**config.mk**
```make
export PLATFORM = sky130hd
export DESIGN_NAME = dbc_boot_cfg
export DESIGN_NICKNAME = d
export VERILOG_FILES = /design/src/rtl/dbc_pkg.sv /design/src/rtl/dbc_boot_cfg.sv /design/src/rtl/dbc_perm_gate.sv
export SDC_FILE = /design/constraint.sdc
export NUM_CORES = 1
export LEC_CHECK = 0
export BUFFER_PORTS_ARGS = -buffer_cell sky130_fd_sc_hd__buf_2
export CAP_MARGIN = 20
export CORE_ASPECT_RATIO = 0.5
export CORE_MARGIN = 2
export CORE_UTILIZATION = 35
export DETAILED_ROUTE_END_ITERATION = 12
export SLEW_MARGIN = 25
export SYNTH_ARGS = -nofsm -noshare
export SYNTH_HDL_FRONTEND = slang
export SYNTH_SLANG_ARGS = --single-unit
export TNS_END_PERCENT = 100
```
**constraint.sdc**
```tcl
create_clock -name CLK -period 2 [get_ports CLK]
set_input_delay 0.6 -clock CLK [delete_from_list [all_inputs] [get_ports CLK]]
set_output_delay 0.6 -clock CLK [all_outputs]
set_load 0.01 [all_outputs]
```
**src/rtl/dbc_pkg.sv**
```systemverilog
// constants for the boot configuration decoder
package dbc_pkg;
  // register map of the plain register port (byte addresses)
  localparam logic [3:0] OFS_CFG_WORD   = 4'h0;
  localparam logic [3:0] OFS_RUNTIME    = 4'h4;
  localparam logic [3:0] OFS_STATUS     = 4'h8;
  localparam logic [3:0] OFS_PERM_SEL   = 4'hC;
  // field positions in boot_config_word_0, plus the bit in the run-time register
  localparam int POS_DEBUG_LO   = 0;
  localparam int POS_JTAG_CFG   = 2;
  localparam int POS_CHAN_LO    = 3;
  localparam int POS_TRACE      = 5;
  localparam int POS_BOOT_ISA   = 6;
  localparam int POS_RSVD_LO    = 7;
  localparam int POS_FLASH_SLEEP_POWERDOWN     = 10;
  localparam int POS_TOOL_BIT   = 11;
  localparam int POS_PERM_LO    = 12;
  localparam int POS_RT_JTAG    = 3;
  // fixed encodings
  localparam logic [1:0] ISA_FULL      = 2'h2;
  localparam logic [1:0] ISA_COMPACT   = 2'h3;
  localparam logic [1:0] PERM_GROUP3   = 2'h3;
  localparam logic [1:0] DEBUG_FORCED  = 2'h3;
  localparam logic [1:0] CHAN_PAIR1    = 2'h3;
  localparam logic [1:0] CHAN_PAIR2    = 2'h2;
  localparam logic [1:0] CHAN_PAIR3    = 2'h1;
  localparam logic [2:0] RSVD_ONES     = 3'h7;
  localparam logic [31:0] RESET_WORD   = 32'h0000_0000;
  typedef enum logic [1:0] {
    DBC_ST_RESET = 2'b00,
    DBC_ST_RUN   = 2'b01
  } dbc_state_t;
endpackage : dbc_pkg

```
**src/rtl/dbc_boot_cfg.sv**
```systemverilog
// boot configuration word decoder with run-time jtag copy
// Operation
// - permission bit per group 0..2 allows debug access
// - denied group in debug mode uses group 3
// - in sleep mode, flash sleep bit or regulator standby powers down flash
// - boot isa bit sets exception flag, isa field
// - trace bit enables cpu trace
// - channel code picks debug pin pair
// - reset copies jtag config into run-time bit
// - config zero blocks setting run-time jtag
// - config one lets software toggle jtag
// - debugger field selects jtag, pins, debug unit
// - code protection forces debugger field to 11
// - either jtag bit zero blocks 4-wire jtag
`timescale 1ns/1ps
module dbc_boot_cfg (
  input  wire logic        CLK,
  input  wire logic        RST,
  input  wire logic        CE,
  input  wire logic [31:0] CFG_WORD,
  input  wire logic        CODE_PROTECT,
  input  wire logic        JTAG_FUSE,
  input  wire logic        DEBUG_MODE,
  input  wire logic        REG_STANDBY,
  input  wire logic        SLEEP_MODE,
  input  wire logic [3:0]  ADDR,
  input  wire logic [31:0] WDATA,
  input  wire logic        WR,
  input  wire logic        RD,
  output logic      [31:0] RDATA,
  output logic      [2:0]  ALLOW_GROUPS,
  output logic      [1:0]  BUS_GROUP,
  output logic             FLASH_POWERDOWN,
  output logic             EXC_ISA_FLAG,
  output logic      [1:0]  CORE_ISA,
  output logic             TRACE_EN,
  output logic      [2:0]  PAIR_SEL,
  output logic             JTAG_PORT_EN,
  output logic             TWO_WIRE_EN,
  output logic             DEBUG_UNIT_EN
);
  import dbc_pkg::*;

  typedef struct packed {
    dbc_state_t  st;
    logic [31:0] word;
    logic        cp;
    logic        rt_jtag;
    logic [1:0]  perm_sel;
    logic [31:0] rdata;
    logic        fpd;
    logic        excf;
    logic [1:0]  isa;
    logic        trc;
    logic [2:0]  pair;
    logic        jtag_on;
    logic        two_wire;
    logic        dbg_unit;
  } dbc_regs_t;

  dbc_regs_t r_q, r_d;
  logic [1:0] dbg_field;
  logic [1:0] group_out;

  // the gate registers its own result; BUS_GROUP is that flop
  dbc_perm_gate u_gate (
    .CLK        (CLK),
    .RST        (RST),
    .ce         (CE),
    .allow      (r_q.word[POS_PERM_LO +: 3]),
    .debug_mode (DEBUG_MODE),
    .group_sel  (r_q.perm_sel),
    .group_out  (group_out)
  );

  always_comb begin
    r_d       = r_q;
    dbg_field = r_q.cp ? DEBUG_FORCED : r_q.word[POS_DEBUG_LO +: 2];
    case (r_q.st)
      DBC_ST_RESET: begin
        // the word is only sampled once, after reset releases
        r_d.word    = CFG_WORD;
        r_d.cp      = CODE_PROTECT;
        r_d.rt_jtag = CFG_WORD[POS_JTAG_CFG];
        r_d.st      = DBC_ST_RUN;
      end
      DBC_ST_RUN: begin
        if (WR && ADDR == OFS_RUNTIME) begin
          // setting only sticks when the config bit allows it
          r_d.rt_jtag = WDATA[POS_RT_JTAG] & r_q.word[POS_JTAG_CFG];
        end
        if (WR && ADDR == OFS_PERM_SEL) begin
          r_d.perm_sel = WDATA[1:0];
        end
      end
      default: begin
        r_d.st = DBC_ST_RESET;
      end
    endcase
    // decoded outputs
    r_d.fpd  = SLEEP_MODE && (r_q.word[POS_FLASH_SLEEP_POWERDOWN] || REG_STANDBY);
    r_d.excf = !r_q.word[POS_BOOT_ISA];
    r_d.isa  = r_q.word[POS_BOOT_ISA] ? ISA_FULL : ISA_COMPACT;
    r_d.trc  = r_q.word[POS_TRACE];
    case (r_q.word[POS_CHAN_LO +: 2])
      CHAN_PAIR1: r_d.pair = 3'h1;
      CHAN_PAIR2: r_d.pair = 3'h2;
      CHAN_PAIR3: r_d.pair = 3'h4;
      // reserved code: no pair connected
      default:    r_d.pair = 3'h0;
    endcase
    r_d.jtag_on  = dbg_field[1] && JTAG_FUSE && r_q.rt_jtag;
    r_d.two_wire = !dbg_field[1];
    r_d.dbg_unit = !dbg_field[0];
    // register read port, data one cycle after the strobe
    r_d.rdata = '0;
    if (RD) begin
      case (ADDR)
        OFS_CFG_WORD: r_d.rdata = r_q.word;
        OFS_RUNTIME:  r_d.rdata = {28'h0, r_q.rt_jtag, 3'h0};
        OFS_STATUS:   r_d.rdata = {24'h0, r_q.cp, JTAG_FUSE, dbg_field,
                                   r_q.jtag_on, r_q.two_wire, r_q.dbg_unit, r_q.trc};
        OFS_PERM_SEL: r_d.rdata = {30'h0, r_q.perm_sel};
        default:      r_d.rdata = '0;
      endcase
    end
  end

  always_ff @(posedge CLK) begin
    if (RST) begin
      r_q       <= '0;
      r_q.word  <= RESET_WORD;
      r_q.st    <= DBC_ST_RESET;
    end else if (CE) begin
      r_q <= r_d;
    end
  end

  assign RDATA           = r_q.rdata;
  assign ALLOW_GROUPS    = r_q.word[POS_PERM_LO +: 3];
  assign BUS_GROUP       = group_out;
  assign FLASH_POWERDOWN = r_q.fpd;
  assign EXC_ISA_FLAG    = r_q.excf;
  assign CORE_ISA        = r_q.isa;
  assign TRACE_EN        = r_q.trc;
  assign PAIR_SEL        = r_q.pair;
  assign JTAG_PORT_EN    = r_q.jtag_on;
  assign TWO_WIRE_EN     = r_q.two_wire;
  assign DEBUG_UNIT_EN   = r_q.dbg_unit;
endmodule : dbc_boot_cfg

```
**src/rtl/dbc_perm_gate.sv**
```systemverilog
// debug-mode permission group gate
`timescale 1ns/1ps
module dbc_perm_gate (
  input  wire logic       CLK,
  input  wire logic       RST,
  input  wire logic       ce,
  input  wire logic [2:0] allow,
  input  wire logic       debug_mode,
  input  wire logic [1:0] group_sel,
  output logic      [1:0] group_out
);
  import dbc_pkg::*;
  typedef struct packed {
    logic [1:0] grp;
  } dbc_gate_t;
  dbc_gate_t s_q, s_d;
  logic      denied;
  logic [3:0] allow_ext;

  always_comb begin
    s_d       = s_q;
    // group 3 itself has no permission bit and always passes
    allow_ext = {1'b1, allow};
    denied    = !allow_ext[group_sel];
    if (debug_mode && denied) begin
      s_d.grp = PERM_GROUP3;
    end else begin
      s_d.grp = group_sel;
    end
  end

  always_ff @(posedge CLK) begin
    if (RST) begin
      s_q <= '0;
    end else if (ce) begin
      s_q <= s_d;
    end
  end

  assign group_out = s_q.grp;
endmodule : dbc_perm_gate

```
# == After elaboration in Yosys (flattened, before gate mapping) ==
# Cells that the tools add are included.
# classes
n_eq_ne,8
reduce_logical,18
magnitude_cmp,1
n_bitwise,2
muxes,11
# op_table
op,n
$pmux 32 s4,1
$mux 32,1
$pmux 3 s3,1
$eq 4x4->1 const B,2
$logic_and 1x1->1,6
$reduce_and 3->1,2
$eq 2x1->1 const B,2
$eq 2x2->1 const B,2
$eq 4x3->1 const B,1
$logic_not 1->1,4
$logic_not 4->1,1
$mux 2,2
$pmux 2 s2,1
$reduce_and 2->1,2
$lt 2x3->1 const B,1
$mux 1,3
$bmux 1 s2,1
$logic_not 2->1,1
$ne 2x2->1 const B,1
$pmux 1 s2,1
$reduce_bool 2->1,1
$and 1x1->1,1
$logic_or 1x1->1,1
$not 1->1,1
# word_totals
register_bits,83
word_cells,55
inputBits,78
out_inout_bits,48

# == Longest topological paths before layout ==
# Gate-level depths: netlist of the first run.
# logic_depth
depth_word,5
depth_mapped,5
mapped_depth_nobuf,3

# == By module ==
# Synthesis of the first run repeated with hierarchy kept, for this count alone.
# hier_totals
cells_unflattened,400
hier_area_um2,3442.1
# modules_own_cells
mod,area_per_inst_um2,cells_each,instances,seq_area_each_um2
dbc_boot_cfg,3334.4,388,1,1581.5
dbc_perm_gate,107.6,12,1,40.0

# == Worst setup path before layout of the first run ==
# Ideal clock, no wire load.
# synth_timing
path_type,input to register
startpoint,in ADDR[2]
endpoint,reg r_q (netlist bit RDATA[0])
setup_time_ns,0.121
slack_ns,0.518
path_buffers,1
required_ns,1.879
cell_stages,4
t_arrival_ns,1.360
cell_sequence,buf_2 -> mux2_2 -> a32oi_1 -> o21ai_0
# synth_between
elab_chain_cells,3
elab_cells_between_ends,6
cone_classes,3 x eq/ne; 2 x mux; 1 x reduce/logical
# synth_lines
item,line,rtl
from (decl),dbc_boot_cfg.sv:26,"input wire logic [3:0] ADDR,"
"$eq 4x4->1, or another cell as far along",dbc_boot_cfg.sv:118,case (ADDR)
$pmux 32 s4 (*),dbc_boot_cfg.sv:118,
$mux 32 (*),dbc_boot_cfg.sv:117,if (RD) begin
to (signal assigned),dbc_boot_cfg.sv:135,r_q <= r_d;
to (decl),dbc_boot_cfg.sv:61,"dbc_regs_t r_q, r_d;"
# Every way passes the cells marked *; elsewhere a longest branch is shown, timed or not.
# A chain may end at the register's enable or synchronous reset.

# == Final worst setup path of the first run ==
# layout_timing
startpoint,reg r_q (netlist bit ALLOW_GROUPS[0])
endpoint,out ALLOW_GROUPS[0]
# layout_lines
item,line,rtl
to (decl),dbc_boot_cfg.sv:31,"output logic [2:0] ALLOW_GROUPS,"
# No word-level cell between the ends.

==> summary by stage, run 1 <==
Worst setup path
The launch instance of the worst register-to-register path is r_q[79]. The nature of the critical path endpoint is an output pin. The worst register-to-register path has a depth of 4. The type of origin of the critical path is a flop. The arrival time at the worst endpoint is 0.90 ns.

The cell family with the largest share of critical-path delay is flip-flops. Together, buffers and inverters on the worst path number 1. The endpoint of the most critical setup path is ALLOW_GROUPS[0].

In this run the number of cells on the critical path is 1. In this run the worst setup path begins at ALLOW_GROUPS[0]. The path type of the worst setup path is reg2out. The setup check on the worst reg-to-reg path leaves a slack of 0.75 ns. On the worst path, the slowest cell contributes a delay of 0.40 ns.

Of all nets on the critical path, the largest fanout is 5. The critical path goes through buf_2. The cell at the slowest stage of the critical path is sky130_fd_sc_hd__dfxtp_1. At the worst endpoint, the required time is 1.40 ns. The endpoint of the worst register-to-register path is r_q[46].

STA
The worst path uses 74.9% of the clock period. Setup repair after global routing left no endpoint under its margin. The max-slew violation total from the final report came to 0. The shortest clock period the worst path allows after layout is 1.50 ns. Setup total negative slack on the finished layout was measured at 0 ns. The final worst slack is 0.502 ns.

The max-slew headroom at the worst pin is 72.8%. The maximum achievable frequency is 668 MHz. The transition time at the pin with the least slew margin is 0.409 ns.

Setup violations remaining at the end of the flow were counted as 0. Across all hold checks on the routed design, the worst slack comes to 0.453 ns. The setup skew after layout is 0.00714 ns. The final number of hold-violating endpoints was 0.

Routing
The residual DRC count is 0. Dividing the detail-routed via count by the number of cells gives 4.83. The initial DRC count is 193. The count of nets left with antenna violations once routing finished came out at 0. The first detailed-routing pass ran for 4 iterations. The total vias in the final route is 2819. After detailed routing, the average wire length per cell comes to 14.3 microns. The routed wire length is 8350 microns.

Placement
The final RePlAce weighted congestion is 0.724. OpenSTA, run right after detailed placement, puts the worst setup slack at 0.318 ns. The placed cell count is 568. The quantity of I/O buffers inserted on ports is 96.

The HPWL reported at the end of detailed placement is 5750 microns. Once placement finished, the instance area stood at 3740 sq um.

Die
The number of standard-cell rows in the floorplan is 25. Pin placement for this block handled 126 I/O pins. In this run the vertical extent of the chip is 73.9 microns. The overall die area is 10600 sq um. In this run the horizontal extent of the chip is 144 microns. The core region is 9480 sq um.

The effective utilization at floorplan is 36.1%.

Finish
The finished layout holds 584 standard cells, fillers aside. The final design area excluding fillers is 4050 sq um. Once layout is complete, the utilization of the core stands at 42.7%. In the final design database the tool counted 522 nets. The repair_antennas step left the layout with diodes totalling 0. The fraction of final layout cells sized beyond drive strength 1 is 30.5%. Compared with the post-synthesis result, the final layout area differs by 18.3%. After filler insertion, the fill cell instance count of the layout stands at 1004.

Global routing
Entering global routing, the biggest net connects 41 pins. The via count of the first global-routing pass was 2592. For this run the aggregate overflow at the end of global routing stands at 0.

The global-route wire length before repair is 13200 microns. The number of antenna violations at the first check in global routing is 0. The total global routing track utilization is 16.2%.

Power and ir drop
The total design power is 3.72 mW. Summed over all cells, the static leakage comes to 1.72 nW. The peak supply drop is 0.000378 V. Dividing total power by cell area gives a power density of 920 nW/um^2.

Yosys
The Yosys step of the flow raised 0 warnings. In this run, synthesis inferred 0 flip-flops with an integrated enable. The sequential element share of the synthesized area is 47.4%. The number of instances in the synthesized netlist is 394. The synthesized area divided by synthesized cell count is 8.68 sq um. The post-synth net total is 472. After synthesis the cells add up to 3420 sq um. The share of synthesized registers carrying an async set or reset is 0%. Synthesis instantiated 33 different standard cells from the library. The most common flop cell mapped by yosys is sky130_fd_sc_hd__dfxtp_1.

The total of flip-flops plus latches after synthesis is 81.

Clock tree
The clock tree root driver cell is sky130_fd_sc_hd__clkbuf_16. Clock-pin slew was measured on the worst setup and hold paths at 0.06 ns. The number of cells upsized or downsized after cts is 0. Hold repair after CTS inserted 0 buffers. The post-CTS setup repair buffer count is 0. For the worst-skew pair, the clock arrives at the later sink with an insertion delay of 0.33 ns. The H-tree depth reported by CTS is 3. The maximum root-to-sink buffer count is 2. For this design, the sink count on the clock tree is 81. The number of clock buffers added by TritonCTS is 9. The CTS tree is built.

Worst hold path
The worst hold path was traced through 2 stages. The path category of the worst min-delay check is reg2reg.

Status
The flow ran to the end, and the final reports show no timing, DRC or antenna violations.

Flow run
The number of max-capacitance violations reported is 0.
logic make-up after synthesis:
logic type             after synthesis  share of synthesized area, %
and+or+nand+nor                    141                          18.2
buffers and inverters               72                          14.4
muxes                                8                          2.52
DFF                                 81                          47.4
AOI/OAI and AO/OA                   92                          17.5
worst min path at each step:
stage             start       end
2_1_floorplan  RDATA[0]  RDATA[0]
3_3_place_gp   RDATA[1]  RDATA[1]
3_5_place_dp   RDATA[3]  RDATA[3]
4_1_cts         r_q[63]   r_q[63]
5_1_grt         r_q[54]   r_q[54]
6_report       RDATA[3]  RDATA[3]
routing by layer:
layer | routed length [microns] | GRT usage [%]
met1 | 4040 | 22.8
met2 | 3810 | 24.2
met3 | 409 | 4.11
met4 | 84 | 6.10
met5 | 0 | 0
report_power, final:
group / internal (mW) / total, mW / switching [mW]
combinational: 0.132 / 0.316 / 0.183
clock: 0.993 / 1.70 / 0.705
sequential: 1.67 / 1.71 / 0.0393
total: 2.79 / 3.72 / 0.928
cells in the final DEF (no fill, tap or decap), types with 4 or more instances in the layout:
| master | Yosys | final |
|---|---|---|
| sky130_fd_sc_hd__buf_2 | 12 | 96 |
| sky130_fd_sc_hd__dfxtp_1 | 81 | 81 |
| sky130_fd_sc_hd__nand2_1 | 77 | 77 |
| sky130_fd_sc_hd__a21oi_1 | 47 | 47 |
| sky130_fd_sc_hd__nor2_1 | 42 | 42 |
| sky130_fd_sc_hd__a32oi_1 | 28 | 28 |
| sky130_fd_sc_hd__clkbuf_16 | 0 | 9 |
| sky130_fd_sc_hd__buf_4 | 47 | 9 |
| sky130_fd_sc_hd__mux2_2 | 5 | 5 |
| sky130_fd_sc_hd__a211oi_1 | 5 | 5 |
| sky130_fd_sc_hd__o21ai_0 | 5 | 5 |
| sky130_fd_sc_hd__buf_12 | 0 | 4 |
cells in the mapped netlist (2+ instances only):
library cell	number	area, sq um
sky130_fd_sc_hd__a211oi_1	5	37.5
sky130_fd_sc_hd__a21oi_1	47	235
sky130_fd_sc_hd__a32oi_1	28	245
sky130_fd_sc_hd__and3b_1	3	26.3
sky130_fd_sc_hd__buf_1	2	7.51
sky130_fd_sc_hd__buf_2	12	60.1
sky130_fd_sc_hd__buf_4	47	353
sky130_fd_sc_hd__buf_6	4	45.0
sky130_fd_sc_hd__clkbuf_1	5	18.8
sky130_fd_sc_hd__dfxtp_1	81	1620
sky130_fd_sc_hd__mux2_2	5	56.3
sky130_fd_sc_hd__mux2i_1	3	30.0
sky130_fd_sc_hd__nand2_1	77	289
sky130_fd_sc_hd__nand3_1	3	15.0
sky130_fd_sc_hd__nand3b_1	3	22.5
sky130_fd_sc_hd__nor2_1	42	158
sky130_fd_sc_hd__nor2b_1	3	18.8
sky130_fd_sc_hd__nor3b_1	2	15.0
sky130_fd_sc_hd__o2111ai_1	3	26.3
sky130_fd_sc_hd__o21ai_0	5	25.0
sky130_fd_sc_hd__or3b_2	2	17.5
cell type report:
cell class              count  area [sq um]  area share [%]
clock buffers               9           225            5.57
clock inverters             7          85.1            2.10
well taps                 135           169            4.17
inverters                   2          7.51           0.186
flip-flops and latches     81          1620            40.1
multi-input cells         241          1310            32.4
repair buffers            109           628            15.5
flip-flops by register name, summed over array words and instances, names as in the netlist:
register	flops
ALLOW_GROUPS	3
r_q	33
r_d	1
DEBUG_UNIT_EN	1
u_gate.group_out	2
RDATA	32
CORE_ISA	2
FLASH_POWERDOWN	1
PAIR_SEL	3
JTAG_PORT_EN	1
TRACE_EN	1
TWO_WIRE_EN	1
Note: power is estimated with default switching activity, not from simulation.
==> run 2, diff against run 1 <==
Settings changed: ABC_AREA set to 1.
Clock period 2 ns to 1.51 ns, I/O delays scaled along.
==> run 2 against run 1 <==
Net effect: count of clock-buffer cells in the layout rose by 3; routed wire length fell by 2.6%; power rose by 35%; critical path type unchanged; synthesized cell count grew 11%; clock power up 34%; critical endpoint unchanged; die area grew 3.1%.
==> summary by stage, run 2 <==
Status
The flow ran to the end, and the final reports show no timing, DRC or antenna violations.

Worst setup path
Data on the critical path arrives at its endpoint at 0.88 ns. For this design, the slowest cell found on the critical path is sky130_fd_sc_hd__dfxtp_1. The signal on the critical path passes through buf_2. In this design, the stage delay of the slowest critical-path cell is 0.39 ns. The most critical setup path has its startpoint at ALLOW_GROUPS[0]. The buffers plus inverters on the worst setup path is 1. By startpoint and endpoint, the worst setup path is classified as reg2out. The largest fanout on the critical path is 4. The kind of cell with the highest combined delay along the critical path is flip-flops.

STA classifies the critical path endpoint as an output pin. The worst register-to-register path begins at r_q[79]. The required time reported for the critical path endpoint is 1.06 ns. STA classifies the critical path startpoint as a flop.

Yosys
The number of synthesized flops with an enable pin is 0. The total of flip-flops plus latches after synthesis is 81. The share of synthesized registers carrying an async set or reset is 0%.

The synthesized area is 3530 sq um. The top-area cell type share of the netlist area is 45.9%. For this run, the number of Yosys warnings is 0. The distinct cell type count of the synthesized netlist is 26. The most common flop cell mapped by yosys is sky130_fd_sc_hd__dfxtp_1. The number of instances in the synthesized netlist is 439. The commonest cells after synthesis are 81 x sky130_fd_sc_hd__dfxtp_1, 72 x sky130_fd_sc_hd__nor2_1, 59 x sky130_fd_sc_hd__nand2_1, 42 x sky130_fd_sc_hd__buf_4, 31 x sky130_fd_sc_hd__o21ai_1. By area the synthesized netlist is led by sky130_fd_sc_hd__dfxtp_1 46%, sky130_fd_sc_hd__buf_4 8.9%, sky130_fd_sc_hd__nor2_1 7.7%, sky130_fd_sc_hd__nand2_1 6.3%, sky130_fd_sc_hd__a21oi_2 5.0%.

After synthesis, the mean cell area works out to 8.04 sq um. The leading cell type by number of instances after synthesis is sky130_fd_sc_hd__dfxtp_1. The number of nets handed over by synthesis was 517. The biggest area contributor in the post-synthesis netlist is sky130_fd_sc_hd__dfxtp_1. The sequential element share of the synthesized area is 45.9%.

STA
For the pin with the worst max-slew slack, the measured transition is 0.556 ns. The max-slew violation total from the final report is 0. The final number of hold-violating endpoints came to 0. Setup violations remaining at the end of the flow were counted as 0. The setup TNS is 0 ns. The max-slew headroom at the worst pin is 62.8%. Setup repair after global routing left no endpoint under its margin.

In the finished design, the share of the clock period the worst path needs comes to 88.5%. Static timing analysis puts the maximum clock frequency at 748 MHz. In the post-route analysis, the smallest setup slack over all paths is 0.174 ns. The shortest clock period the worst path allows after layout is 1.34 ns. Across the routed clock network, the largest skew measured is 0.00720 ns.

Routing
The first-pass detailed-route iteration total is 4. The initial DRC count is 80. The routed wire length is 8130 microns. Once detail routing completed, the nets flagged for antenna violations numbered 0.

The average wire length per cell after detail routing is 12.7 microns. For this run, design rule violations remaining after detail routing come to 0. Using the TritonRoute via totals, the vias-per-cell ratio works out to 4.47. The total vias in the final route is 2858.

Global routing
The number of antenna violations at the first check in global routing is 1. The first global-routing pass estimated 13000 microns of wire. The overflow left after global routing is 0. The via count of the first global-routing pass came to 2700. Across every metal layer, demand over resource in global routing totals 15.5%.

Entering global routing, the biggest net connects 30 pins.

Worst hold path
The worst hold path begins at CFG_WORD[23]. The path class of the tightest hold or removal check is in2reg.

Power and ir drop
Dividing total power by cell area gives a power density of 1190 nW/um^2. The design draws 5.04 mW. In this run the static leakage power is 1.84 nW.

The peak supply drop is 0.000652 V.

Clock tree
The number of cells upsized or downsized after cts is 0. The clock tree root driver cell is sky130_fd_sc_hd__clkbuf_16. For this design, the CTS-stage hold fixing added 0 buffers. The number of buffers added by the clock tree synthesis step is 9. For this design, the sink count on the clock tree is 81. After clock tree synthesis, the setup repair step added 0 buffers.

The later pin in the worst-skew pair is clocked with a latency of 0.33 ns. The maximum root-to-sink buffer count is 2. The CTS tree is built.

The clock slew at the register clock pins of the worst setup and hold paths is 0.06 ns. The clock tree synthesis step divided the H-tree into 3 levels.

Finish
The leading cell type in the layout, fill and taps excluded is sky130_fd_sc_hd__buf_2. Leaving out fill and tap cells, the most frequent cells in the layout are 96 x sky130_fd_sc_hd__buf_2, 81 x sky130_fd_sc_hd__dfxtp_1, 72 x sky130_fd_sc_hd__nor2_1, 59 x sky130_fd_sc_hd__nand2_1, 31 x sky130_fd_sc_hd__o21ai_1. The number of nets at the end of the flow is 578. The register with the most flip-flops in the layout has 33 of them. The number of antenna cells inserted is 0. The largest register by flop count is r_q. Relative to the synthesized area, the layout overhead comes to 19.6%. The combined area of the multi-input logic cells is 1410 sq um. The register area is 1620 sq um.

The core occupancy in the finished layout is 43.8%. In the final layout, the share of cells above drive strength 1 is 35.1%. The final-layout fill cell count is 1043.

Placement
The HPWL reported at the end of detailed placement is 5810 microns. The final RePlAce weighted congestion is 0.772. Port buffering added 96 buffers. The pre-CTS setup slack is 0.0308 ns.

Die
The overall die area is 11000 sq um. 126 I/O pins were placed. The overall die height is 75.0 microns.

The core region is 9630 sq um. For this configuration, the core starts out at a cell density of 36.6%. From left edge to right edge, the die measures 146 microns. The number of standard-cell rows in the floorplan is 25.

Flow run
The tool flagged a number of max-cap violations equal to 0.
==> run 2: cell count changes after synthesis, moves of 6 or more <==
cell / change
sky130_fd_sc_hd__o21ai_1: +31
sky130_fd_sc_hd__nand2_1: -18
sky130_fd_sc_hd__o21ai_0: +14
sky130_fd_sc_hd__a21oi_2: +20
sky130_fd_sc_hd__clkbuf_1: +6
sky130_fd_sc_hd__nand2_2: +20
sky130_fd_sc_hd__buf_2: -6
sky130_fd_sc_hd__a21oi_1: -22
sky130_fd_sc_hd__nand3_1: +20
sky130_fd_sc_hd__a32oi_1: -28
sky130_fd_sc_hd__nor2_1: +30
sky130_fd_sc_hd__inv_1: +9
==> run 2: tightest hold or removal path, stage by stage <==
cell	delay [ns]
sky130_fd_sc_hd__buf_2	0.07
sky130_fd_sc_hd__o21ai_1	0.05
sky130_fd_sc_hd__nor2_1	0.07
==> run 2: cells by family after synthesis <==
| logic type | synth area share, % |
|---|---|
| AND/OR/NAND/NOR | 23.6 |
| AO/OA/AOI/OAI | 16.3 |
| flip-flops | 45.9 |
| buffers and inverters | 14.2 |
==> run 2: power breakdown <==
| group | internal [mW] | total (mW) | switching (mW) |
|---|---|---|---|
| registers | 2.23 | 2.30 | 0.0655 |
| clock network | 1.48 | 2.28 | 0.800 |
| logic | 0.185 | 0.458 | 0.273 |
| total | 3.90 | 5.04 | 1.14 |
==> run 2: per-stage QoR <==
step	instances	hold WS, ns	area [sq um]
4_1_cts	639	0.343	4220
3_3_place_gp	624	0.443	3910
5_1_grt	639	0.360	4220
6_report	639	0.353	4220
2_1_floorplan	439	0.433	3530
3_5_place_dp	624	0.453	3910
==> run 2: final timing paths <==
check	end	slack, ns	cells past startpoint
hold / removal	r_q[70]	0.35	3
setup / recovery	ALLOW_GROUPS[0]	0.17	1
setup reg to reg	r_q[66]	0.29	5
hold reg to reg	RDATA[28]	0.46	2
==> run 2: cell type report <==
cell class | instances | area share [%]
sequential | 81 | 38.4
multi-input combinational | 281 | 33.3
timing repair buffer | 114 | 15.8
clock buffer | 12 | 5.84
tap | 135 | 4.00
clock inverter | 3 | 1.54
inverter | 13 | 1.16
==> run 2: routing by layer <==
| layer | global-route usage [%] | share of wire [%] | routed length [microns] |
|---|---|---|---|
| met1 | 19.5 | 48 | 3880 |
| met2 | 25.6 | 44 | 3610 |
| met3 | 6.12 | 6.8 | 554 |
| met4 | 3.56 | 0.89 | 72 |
| met5 | 0 | 0.14 | 11 |
